===== src/hw/wwd_pkg.sv =====
// wwd_pkg: register map, field positions, reset values and states of the
// windowed watchdog.
// assumes a single 250 MHz clock and a plain address/strobe register port.
package wwd_pkg;

    // register port geometry
    localparam int ADDR_W = 8;
    localparam int DATA_W = 32;
    localparam int CNT_W = 16;
    localparam int PRE_W = 14;

    // register byte addresses
    localparam logic [ADDR_W-1:0] OFS_CTRL = 8'h00;
    localparam logic [ADDR_W-1:0] OFS_RELOAD = 8'h04;
    localparam logic [ADDR_W-1:0] OFS_WINDOW = 8'h08;
    localparam logic [ADDR_W-1:0] OFS_SERVICE = 8'h0C;
    localparam logic [ADDR_W-1:0] OFS_COUNT = 8'h10;
    localparam logic [ADDR_W-1:0] OFS_STATUS = 8'h14;

    // control register fields
    localparam int CTRL_CLKSEL_BIT = 0;
    localparam int CTRL_PRESEL_BIT = 1;
    localparam int CTRL_W = 2;

    // status register fields
    localparam int STAT_ENABLED_BIT = 0;
    localparam int STAT_TRIPPED_BIT = 1;
    localparam int STAT_OVF_BIT = 2;
    localparam int STAT_EARLY_BIT = 3;

    // clock source and prescale encodings
    localparam logic CLKSEL_SYSTEM = 1'b0;
    localparam logic CLKSEL_WAKEUP = 1'b1;
    localparam logic PRESEL_16384 = 1'b0;
    localparam logic PRESEL_256 = 1'b1;
    localparam logic [PRE_W-1:0] PRE_LAST_16384 = 14'h3FFF;
    localparam logic [PRE_W-1:0] PRE_LAST_256 = 14'h00FF;

    // default timing: wake-up clock, divide by 16384, four counter steps
    localparam real WAKEUP_FREQ_HZ = 500000.0;
    localparam real DEFAULT_INTERVAL_S = 0.13;
    localparam int DEFAULT_STEPS = int'(DEFAULT_INTERVAL_S * WAKEUP_FREQ_HZ
                                        / 16384.0);
    localparam logic [CNT_W-1:0] RELOAD_RST = 16'hFFFF
                                 - CNT_W'(DEFAULT_STEPS) + 16'h0001;
    localparam logic [CTRL_W-1:0] CTRL_RST = {PRESEL_16384, CLKSEL_WAKEUP};
    localparam logic [CNT_W-1:0] WINDOW_RST = 16'h0000;
    localparam logic [CNT_W-1:0] CNT_MAX = 16'hFFFF;

    typedef enum logic [1:0] {
        WS_RUN,
        WS_OFF,
        WS_TRIP
    } wwd_state_t;

endpackage : wwd_pkg


===== src/hw/wwd_top.sv =====
// wwd_top: windowed watchdog, 16-bit up-counter with prescaler, reload,
// early-service window and single-cycle reset request.
// assumes software drives the register port synchronously to ref_clk and
// the wake-up oscillator clock arrives as a slow level on an input.
//
// Local design decisions: the plain strobed port and the placing of the registers.

// Operation
// [RQ1] watchdog runs right after every reset
// [RQ2] off/on instructions stop and restart anytime; here both are ignored once the watchdog has tripped
// [RQ3] overflow without service raises reset request
// [RQ4] service inside forbidden window raises reset
// [RQ5] sixteen-bit upward counter, overflow past maximum
// [RQ6] system or wake-up clock, divide 16384/256
// [RQ7] counter loads from programmable reload register
// [RQ8] every valid service reloads current reload value
// [RQ9] defaults give about 0.13 s interval
// [RQ10] request is one-cycle pulse, counter then stops
module wwd_top
    import wwd_pkg::*;
(
    // clock and reset
    input wire logic ref_clk,
    input wire logic rst,
    // register port
    input wire logic [ADDR_W-1:0] reg_addr,
    input wire logic [DATA_W-1:0] reg_wdata,
    input wire logic reg_wr,
    input wire logic reg_rd,
    output logic [DATA_W-1:0] reg_rdata,
    // dedicated instructions, one-cycle pulses
    input wire logic watchdog_off_instruction,
    input wire logic watchdog_on_instruction,
    // slow oscillator level, sampled here
    input wire logic wakeup_osc_clock,
    // system side
    output logic wdt_reset_req,
    output logic wdt_enabled
);

    // register file state
    logic [CTRL_W-1:0] ctrl_r;
    logic [CNT_W-1:0] reload_r;
    logic [CNT_W-1:0] window_r;
    logic [CNT_W-1:0] count_r;
    logic [PRE_W-1:0] presc_r;
    logic ovf_seen_r;
    logic early_seen_r;
    wwd_state_t state_r;

    // wake-up clock synchroniser and edge detect
    logic wu_meta_r;
    logic wu_sync_r;
    logic wu_prev_r;
    logic wu_edge;

    // decoded strobes
    logic wr_ctrl;
    logic wr_reload;
    logic wr_window;
    logic service;
    logic running;
    logic src_tick;
    logic pre_last;
    logic cnt_step;
    logic overflow;
    logic early;
    logic trip;

    assign wr_ctrl = reg_wr && (reg_addr == OFS_CTRL);
    assign wr_reload = reg_wr && (reg_addr == OFS_RELOAD);
    assign wr_window = reg_wr && (reg_addr == OFS_WINDOW);
    assign service = reg_wr && (reg_addr == OFS_SERVICE);

    assign running = (state_r == WS_RUN);

    // first stage feeds only the second stage
    always_ff @(posedge ref_clk or posedge rst)
    begin
        if (rst)
        begin
            wu_meta_r <= 1'b0;
            wu_sync_r <= 1'b0;
            wu_prev_r <= 1'b0;
        end
        else
        begin
            wu_meta_r <= wakeup_osc_clock;
            wu_sync_r <= wu_meta_r;
            wu_prev_r <= wu_sync_r;
        end
    end

    assign wu_edge = wu_sync_r && !wu_prev_r;

    // source selection: system clock ticks every cycle
    assign src_tick = (ctrl_r[CTRL_CLKSEL_BIT] == CLKSEL_SYSTEM) ? 1'b1
                    : wu_edge; // see [RQ6]
    // /256 uses >= so a switch from /16384 mid-count still wraps
    assign pre_last = (ctrl_r[CTRL_PRESEL_BIT] == PRESEL_256)
                    ? (presc_r >= PRE_LAST_256)
                    : (presc_r == PRE_LAST_16384); // see [RQ6]
    assign cnt_step = running && src_tick && pre_last;

    // overflow: count at maximum and about to step past it
    assign overflow = cnt_step && (count_r == CNT_MAX); // see [RQ3] [RQ5]
    // a service below the window boundary is too early
    assign early = running && service && (count_r < window_r); // see [RQ4]
    assign trip = overflow || early;

    // control registers
    always_ff @(posedge ref_clk or posedge rst)
    begin
        if (rst)
        begin
            ctrl_r <= CTRL_RST; // see [RQ9]
            reload_r <= RELOAD_RST; // see [RQ9]
            window_r <= WINDOW_RST;
        end
        else
        begin
            if (wr_ctrl)
            begin
                ctrl_r <= reg_wdata[CTRL_W-1:0];
            end
            if (wr_reload)
            begin
                reload_r <= reg_wdata[CNT_W-1:0]; // see [RQ7]
            end
            if (wr_window)
            begin
                window_r <= reg_wdata[CNT_W-1:0]; // see [RQ4]
            end
        end
    end

    // run state: on after reset, instructions toggle, trip is final
    always_ff @(posedge ref_clk or posedge rst)
    begin
        if (rst)
        begin
            state_r <= WS_RUN; // see [RQ1]
        end
        else
        begin
            case (state_r)
                WS_RUN:
                begin
                    if (trip)
                    begin
                        state_r <= WS_TRIP; // see [RQ10]
                    end
                    else if (watchdog_off_instruction)
                    begin
                        state_r <= WS_OFF; // see [RQ2]
                    end
                end
                WS_OFF:
                begin
                    // off beats on when both arrive together
                    if (watchdog_on_instruction &&
                        !watchdog_off_instruction)
                    begin
                        state_r <= WS_RUN; // see [RQ2]
                    end
                end
                WS_TRIP:
                begin
                    state_r <= WS_TRIP; // see [RQ10]
                end
                default:
                begin
                    state_r <= WS_TRIP;
                end
            endcase
        end
    end

    // prescaler restarts on service so a fresh interval is whole
    always_ff @(posedge ref_clk or posedge rst)
    begin
        if (rst)
        begin
            presc_r <= '0;
        end
        else if (service || !running)
        begin
            presc_r <= '0;
        end
        else if (src_tick)
        begin
            presc_r <= pre_last ? '0 : presc_r + 1'b1; // see [RQ6]
        end
    end

    // watchdog counter
    always_ff @(posedge ref_clk or posedge rst)
    begin
        if (rst)
        begin
            count_r <= RELOAD_RST; // see [RQ1] [RQ7]
        end
        // frozen on trip so software can still read where it stopped
        else if (state_r == WS_TRIP || trip)
        begin
            count_r <= count_r; // see [RQ10]
        end
        // a watchdog that is off reloads too, with no window check
        else if (service)
        begin
            count_r <= reload_r; // see [RQ8]
        end
        else if (cnt_step)
        begin
            count_r <= count_r + 1'b1; // see [RQ5]
        end
    end

    // single-cycle request; trip is entered only once per reset
    always_ff @(posedge ref_clk or posedge rst)
    begin
        if (rst)
        begin
            wdt_reset_req <= 1'b0;
        end
        else
        begin
            wdt_reset_req <= trip; // see [RQ3] [RQ4] [RQ10]
        end
    end

    // sticky cause flags, cleared by reset only
    always_ff @(posedge ref_clk or posedge rst)
    begin
        if (rst)
        begin
            ovf_seen_r <= 1'b0;
            early_seen_r <= 1'b0;
        end
        else
        begin
            if (overflow)
            begin
                ovf_seen_r <= 1'b1;
            end
            if (early)
            begin
                early_seen_r <= 1'b1;
            end
        end
    end

    // registered, so it follows the run state one cycle late
    always_ff @(posedge ref_clk or posedge rst)
    begin
        if (rst)
        begin
            wdt_enabled <= 1'b1; // see [RQ1]
        end
        else
        begin
            wdt_enabled <= (state_r != WS_OFF); // see [RQ2]
        end
    end

    // read data, one cycle after the read strobe; unmapped reads zero
    always_ff @(posedge ref_clk or posedge rst)
    begin
        if (rst)
        begin
            reg_rdata <= '0;
        end
        else if (reg_rd)
        begin
            reg_rdata <= '0;
            if (reg_addr == OFS_CTRL)
            begin
                reg_rdata[CTRL_W-1:0] <= ctrl_r;
            end
            else if (reg_addr == OFS_RELOAD)
            begin
                reg_rdata[CNT_W-1:0] <= reload_r;
            end
            else if (reg_addr == OFS_WINDOW)
            begin
                reg_rdata[CNT_W-1:0] <= window_r;
            end
            else if (reg_addr == OFS_COUNT)
            begin
                reg_rdata[CNT_W-1:0] <= count_r;
            end
            else if (reg_addr == OFS_STATUS)
            begin
                reg_rdata[STAT_ENABLED_BIT] <= (state_r == WS_RUN);
                reg_rdata[STAT_TRIPPED_BIT] <= (state_r == WS_TRIP);
                reg_rdata[STAT_OVF_BIT] <= ovf_seen_r;
                reg_rdata[STAT_EARLY_BIT] <= early_seen_r;
            end
        end
        else
        begin
            reg_rdata <= '0;
        end
    end

endmodule : wwd_top


===== config.mk =====
export PLATFORM = sky130hd
export DESIGN_NAME = wwd_top
export DESIGN_NICKNAME = d
export VERILOG_FILES = /design/src/hw/wwd_pkg.sv /design/src/hw/wwd_top.sv
export SDC_FILE = /design/constraint.sdc
export NUM_CORES = 1
export LEC_CHECK = 0
export BUFFER_PORTS_ARGS = -buffer_cell sky130_fd_sc_hd__buf_2
export CAP_MARGIN = 15
export CORE_MARGIN = 2
export CORE_UTILIZATION = 45
export DETAILED_ROUTE_END_ITERATION = 7
export GPL_TIMING_DRIVEN = 0
export HOLD_SLACK_MARGIN = 0.15
export PLACE_DENSITY_LB_ADDON = 0.12
export SYNTH_ARGS = -nofsm -noshare
export SYNTH_HDL_FRONTEND = slang
export SYNTH_SLANG_ARGS = --single-unit

===== constraint.sdc =====
create_clock -name ref_clk -period 2.5 [get_ports ref_clk]
set_input_delay 0.25 -clock ref_clk [delete_from_list [all_inputs] [get_ports ref_clk]]
set_output_delay 0.25 -clock ref_clk [all_outputs]
set_load 0.01 [all_outputs]

Word-level counts from Yosys, hierarchy flattened

Index checks and enable logic that the tools add are counted.

$add $sub $neg: 2
$lt $le $gt $ge: 2
Equal/unequal tests: 12
Mux-type cells: 19
Bitwise gates (word level): 1
Reduce and logical (&&, ||, !) cells: 23

Operators by type and width:

| operator                                                                | count |
|---|---|
| 16-bit two-way mux                                                      | 5 |
| 14-bit two-way mux                                                      | 4 |
| 16-bit by 1-bit adder with 16-bit output (second input constant)        | 1 |
| 16-bit == test (second input constant)                                  | 1 |
| 8-bit by 4-bit == test with 1-bit output (second input constant)        | 2 |
| 8-bit by 5-bit == test with 1-bit output (second input constant)        | 2 |
| 16-bit < comparator                                                     | 1 |
| 14-bit by 1-bit adder with 14-bit output (second input constant)        | 1 |
| 14-bit == test (second input constant)                                  | 1 |
| 14-bit by 8-bit >= comparator with 1-bit output (second input constant) | 1 |
| 12-bit two-way mux                                                      | 1 |
| 1-bit logical AND                                                       | 11 |
| 8-bit by 3-bit == test with 1-bit output (second input constant)        | 1 |
| 8-bit zero test                                                         | 1 |
| 2-bit two-way mux                                                       | 4 |
| 4-bit two-way mux                                                       | 2 |
| 2-bit case mux with 2 select lines                                      | 1 |
| 2-bit AND reduction                                                     | 2 |
| 2-bit nonzero test                                                      | 2 |
| 1-bit zero test                                                         | 3 |
| 1-bit logical OR                                                        | 3 |
| 3-bit by 2-bit != test with 1-bit output (second input constant)        | 1 |
| 2-bit by 1-bit == test with 1-bit output (second input constant)        | 1 |
| 2-bit == test (second input constant)                                   | 1 |
| other kinds (5)                                                         | 6 |

Bits in registers: 105
Input bits: 47
Output and inout bits: 34
Word-level logic and storage cells: 73

Logic depth before layout (Yosys ltp)

Depth in word-level cells: 10
Depth in mapped cells: 10
Mapped depth without buffers: 8

Worst setup path before layout

Ideal clock, no wire load.

Path kind: reg-to-reg
From: register count_r[4]
To: register count_r[10]
Setup time: 0.082 ns
Arrival: 2.331 ns
Data required time: 2.418 ns
Path slack: 0.086 ns
Cell stages (with the launch flop): 9
Path buffers: 2
Clock period less this slack: 2.414 ns
Cell sequence: dfstp_2 > clkbuf_1 > nand3_1 > nor4_1 > nand2_1 > mux2_2 > and2_1 > buf_6 > mux2_4

Longest elaborated chain between the ends: 6
Elaborated cells between the ends (all ways): 11
Those cells by class: add/sub: 1; order compare: 1; eq/ne: 1; mux: 2; bitwise: 1; reduce/logical: 5

RTL lines:

| element                                                      | RTL line                       | RTL |
|---|---|---|
| from (decl)                                                  | wwd_top.sv:45                  | `logic [CNT_W-1:0] count_r;` |
| from (signal assigned)                                       | wwd_top.sv:206                 | `count_r <= count_r;` |
| from (signal assigned)                                       | wwd_top.sv:211                 | `count_r <= reload_r;` |
| from (signal assigned)                                       | wwd_top.sv:215                 | `count_r <= count_r + 1'b1;` |
| 16-bit < comparator / 16-bit == test (equally long branches) | wwd_top.sv:108, wwd_top.sv:106 |  |
| 1-bit logical AND (on tied branches)                         | wwd_top.sv:108, wwd_top.sv:106 |  |
| 1-bit logical OR                                             | wwd_top.sv:109                 | `assign trip = overflow \|\| early;` |
| 1-bit logical OR                                             | wwd_top.sv:204                 | `else if (state_r == WS_TRIP \|\| trip)` |
| 1-bit inverter (no line)                                     | -                              |  |
| 2-bit AND reduction (no line)                                | -                              |  |

Several ways; a longest one is shown, not always the timed one. The select of a mux whose other input is x is not followed.
A chain may end at the register's enable or synchronous reset.

Final worst setup path

From: register presc_r[0]
To: register count_r[4]

Longest elaborated chain between the ends: 8
Elaborated cells between the ends (all ways): 10
Those cells by class: order compare: 1; eq/ne: 1; mux: 1; bitwise: 1; reduce/logical: 6

RTL lines:

| element                                                                                  | RTL line                       | RTL |
|---|---|---|
| from (decl)                                                                              | wwd_top.sv:46                  | `logic [PRE_W-1:0] presc_r;` |
| from (signal assigned)                                                                   | wwd_top.sv:192                 | `presc_r <= pre_last ? '0 : presc_r + 1'b1;` |
| 14-bit by 8-bit >= comparator with 1-bit output / 14-bit == test (equally long branches) | wwd_top.sv:101, wwd_top.sv:102 |  |
| 1-bit two-way mux (*)                                                                    | wwd_top.sv:101                 | `? (presc_r >= PRE_LAST_256)` |
| 1-bit logical AND (*)                                                                    | wwd_top.sv:103                 | `assign cnt_step = running && src_tick && pre_last;` |
| 1-bit logical AND                                                                        | wwd_top.sv:106                 | `assign overflow = cnt_step && (count_r == CNT_MAX);` |
| 1-bit logical OR                                                                         | wwd_top.sv:109                 |  |
| 1-bit logical OR                                                                         | wwd_top.sv:204                 |  |
| 1-bit inverter (no line)                                                                 | -                              |  |
| 2-bit AND reduction (no line) (*)                                                        | -                              |  |

Every way passes the cells marked *; elsewhere a longest branch is shown, timed or not.

==> flow_results.org <==
** Run status
- Run status :: completed

** CTS
- Clock transition time at the flip-flop clock pins of the worst setup and hold paths :: 90 ps
- The clock net in this run drives a total of 89 sinks.
- Htree depth :: 3
- Clock buffers created by TritonCTS :: 9
- No sink is reached through more buffers than the 2 on the longest clock path.
- Clk Latency, worst-skew pair :: 370 ps
- In this run the clock root is driven by a sky130_fd_sc_hd__clkbuf_8.
- Clock tree from TritonCTS :: done

** GRT
- Overall fraction of global-route tracks in use :: 21.2%
- The via count of the first global-routing pass is 3654.
- The first global-routing pass estimated 18600 um of wire.
- Global-route congestion overflow total :: 0
- The number of antenna violations at the first check in global routing is 0.
- Maximum number of pins on one net before global-route repair :: 43

** Logic synthesis
- Syn. warnings :: 0
- The synthesized design contains 0 enable-type register cells.
- Post-synthesis share of cell area spent on full adders, half adders and majority gates :: 4.47%
- Dominant cell type by area after synthesis :: sky130_fd_sc_hd__dfrtp_1
- The average instance in the mapped netlist occupies 10.3 um2.
- Fraction of the mapped netlist area in compound gates :: 13.5%
- Counting instances in the post-synthesis netlist gives the leading cell types as sky130_fd_sc_hd__dfrtp_1 (59), sky130_fd_sc_hd__nor2_1 (47), sky130_fd_sc_hd__mux2_2 (35).
- Number of distinct library cells after synthesis :: 56
- Measured against the total synthesized area, the mux share comes to 10.1%.
- Register bit count reported by yosys :: 89
- Summing the areas of all and, or, nand and nor instances in the mapped netlist gives 15.7% of the synthesized area.
- Combined area of all synthesized cells :: 0.00476 mm2
- Proportion of synthesized chip area in sequential cells :: 47.6%
- Dominant combinational cell family by area after synthesis :: simple AND/OR/NAND/NOR gates
- Yosys attributes the largest share of cell area to sky130_fd_sc_hd__dfrtp_1 (31%), sky130_fd_sc_hd__dfstp_2 (17%), sky130_fd_sc_hd__mux2_2 (8.3%), sky130_fd_sc_hd__ha_1 (4.5%), sky130_fd_sc_hd__nor2_1 (3.7%).
- Cells after Synth :: 461
- In the synthesized netlist the async set-or-reset flop fraction comes to 100%.
- Of the total synthesized cell area, the portion taken by XOR and XNOR cells is 2.39%.
- Most frequently used flop master after synthesis :: sky130_fd_sc_hd__dfrtp_1
- sky130_fd_sc_hd__dfrtp_1 is the most common cell in the netlist.
- After synthesis, the largest area contributor takes up 31.0% of total cell area.

** Power
- VDD IR max :: 0.000237 V
- The analysis attributes to net switching a power of 0.644 mW.
- Per report_power, the sequential group accounts for 52.8% of the total.
- In this run the power density over the cells is 493 mW/mm2.
- Total power :: 2.84 mW
- Proportion of total power due to net switching :: 22.6%
- Internal power comes to 2.20 mW.
- Leakage power of the design :: 2.61 nW
- Combinational cells account for 7.6% of the total power.
- Clock share of power :: 39.6%

** Floorplanning
- In this run the count of I/O pins placed on the die edge is 81.
- The initial utilization of the core area, before any placement, comes to 46.3%.
- The floorplan step defined a die boundary enclosing 0.0114 mm2.
- The die is 107 um wide.
- Measured along the y axis, the die boundary spans 107 um.
- The floorplan step defined a core boundary enclosing 0.0103 mm2.
- The floorplan has 37 rows.

** STA
- Portion of the clock cycle consumed by the worst path in the final layout :: 98.1%
- Final-report hold violation count :: 0
- Final setup violation count :: 0
- The routed design could run at a clock period as short as 2450 ps.
- Number of pins with negative max-slew slack in the final report :: 0
- Final setup skew :: 7.91 ps
- Max Clock Freq :: 408 MHz
- Worst slew slack as a fraction of its limit :: 42.6%
- At the pin with the least slew margin, the transition time is 853 ps.

** Routing
- Across all layers, the routed design uses 3792 vias.
- Detailed-route wire length :: 11500 um
- Before antenna repair, the detailed router went through 6 iterations.
- Using the TritonRoute via totals, the vias-per-cell ratio works out to 5.44.
- In this run the remaining antenna-violating nets after routing total 0.
- Average routed wire per standard cell :: 16.4 um
- Initial drt markers :: 238
- Number of design rule violations left after detail routing :: 0

** Layout
- The number of antenna diodes in the final layout is 0.
- Number of fill cells :: 955
- Of the cells placed in the final design, the portion with a size suffix greater than 1 is 31.0%.
- Once layout is complete, the utilization of the core stands at 56.1%.
- For this run, the post-layout net count is 620.
- Area grow syn2layout :: 21.2%

** Setup path
- Start-to-end type of the worst setup path :: reg2reg
- STA classifies the critical path startpoint as a flip-flop.
- On the worst path, the slowest cell contributes a delay of 450 ps.
- Reg2reg start :: presc_r[0]
- Maximum fanout along the worst path :: 5
- STA puts the critical path data required time at 2800 ps.
- Setup crit end kind :: flip-flop
- Critical-path top delay cell :: sky130_fd_sc_hd__dfrtp_1
- The signal on the critical path passes through ha_4, nand3_1, o41ai_2, o211ai_1, mux2_4, and2_1, buf_6, mux2_4.
- Start point of the critical path :: presc_r[0]
- Data arrives at the worst endpoint at 2750 ps.
- Most used cell along the critical path :: sky130_fd_sc_hd__mux2_4

** Placement
- Global placer's final weighted congestion :: 0.883
- Port buffering added 47 buffers.
- The HPWL after detailed placement is 8110 um.

** Hold path
- In this run the most critical hold path is launched from reg_wdata[0].
- Worst hold-check path type :: in2reg

** Flow run
- # Max-Cap Violations :: 0
routing by layer:
layer | GRT usage [%] | wire, um | vias to the layer above
met5 | 0 | 0 | -
met4 | 6.77 | 155 | 0
met3 | 4.74 | 688 | 14
met2 | 33.3 | 5380 | 109
met1 | 29.1 | 5230 | 1850
li1 | - | - | 1819
power groups by stage:
stage	registers [mW]	clock network, mW	logic, mW
after floorplan	1.52	0	0.121
after global placement	1.53	0	0.177
after detailed placement	1.53	0	0.188
after CTS	1.50	1.15	0.215
after global routing	1.51	1.21	0.242
final	1.50	1.12	0.216
cell type report:
class                      instances  area (um2)  share of cell area, %
buffer                            34         206                   3.58
clock buffer                      13         159                   2.76
clock inverter                     3        65.1                   1.13
inverter                          22        86.3                   1.50
multi-input combinational        329        2320                   40.3
sequential                        89        2270                   39.3
tap                              136         170                   2.95
timing repair buffer              71         488                   8.47
sequential cells by signal, indices dropped and copies added, names as in the netlist:
name,flops
state_r,2
early_seen_r,1
count_r,16
presc_r,14
wu_meta_r,1
wdt_enabled,1
wu_sync_r,1
reload_r,16
window_r,16
ctrl_r,2
wdt_reset_req,1
ovf_seen_r,1
wu_prev_r,1
reg_rdata,16
cell usage in the layout (no fill, tap or decap), types with 14 or more instances in the layout:
cell type / synthesis / layout
sky130_fd_sc_hd__buf_4: 16 / 19
sky130_fd_sc_hd__buf_2: 1 / 48
sky130_fd_sc_hd__dfstp_2: 30 / 30
sky130_fd_sc_hd__inv_1: 22 / 21
sky130_fd_sc_hd__o21ai_0: 17 / 16
sky130_fd_sc_hd__dfrtp_1: 59 / 57
sky130_fd_sc_hd__a21oi_1: 24 / 22
sky130_fd_sc_hd__conb_1: 1 / 16
sky130_fd_sc_hd__mux2_2: 35 / 34
sky130_fd_sc_hd__nor2_1: 47 / 47
sky130_fd_sc_hd__dlygate4sd3_1: 0 / 19
sky130_fd_sc_hd__clkbuf_1: 17 / 15
sky130_fd_sc_hd__ha_1: 17 / 16
sky130_fd_sc_hd__nand3_1: 15 / 14
sky130_fd_sc_hd__nand2_1: 33 / 33
metrics by stage:
| step | setup slack (ps) | instance area [um2] | setup TNS (ps) | instances | hold slack, ps |
|---|---|---|---|---|---|
| CTS | 18.4 | 5720 | 0 | 697 | 151 |
| detailed placement | -442 | 5260 | -9930 | 661 | 324 |
| global route | -66.2 | 5760 | -493 | 697 | 161 |
| floorplan | 86.2 | 4820 | 0 | 476 | 281 |
| finish | 48.0 | 5760 | 0 | 697 | 161 |
| global placement | -359 | 5220 | -9780 | 659 | 333 |
path summary, 6_finish.rpt:
kind                           endpoint  slack (ps)  cells after the start
setup / recovery             count_r[4]          50                      8
hold / removal              window_r[0]         160                      2
setup reg to reg             count_r[4]          50                      8
hold reg to reg               wu_sync_r         360                      0
max in group asynchronous  reload_r[12]        1390                      4
min in group asynchronous   window_r[3]         490                      3
critical path: cells and delay by family (launching register included):
kind	cells	cell delay, ps
AOI/OAI and AO/OA	2	650
adders and majority gates	1	190
buffers and inverters	1	140
DFF	1	450
muxes	2	660
and+or+nand+nor	2	280
what timing repair did:
item,4_1_cts,5_1_grt
buffers inserted,2,1
setup endpoints to repair,20,19
hold buffers,19,0
resized for setup,6,10
pin swaps,1,5
hold endpoints to repair,47,0
kinds of logic (layout without fill, tap and decap cells):
kind of cell,Yosys count,count (layout)
AOI/OAI and AO/OA,91,91
xor gates and xnor gates,13,13
adders and majority gates,17,17
buffers and inverters,58,143
DFF,89,89
muxes,42,42
other,1,16
and+or+nand+nor,150,150
Note: power is estimated with default switching activity, not from simulation.
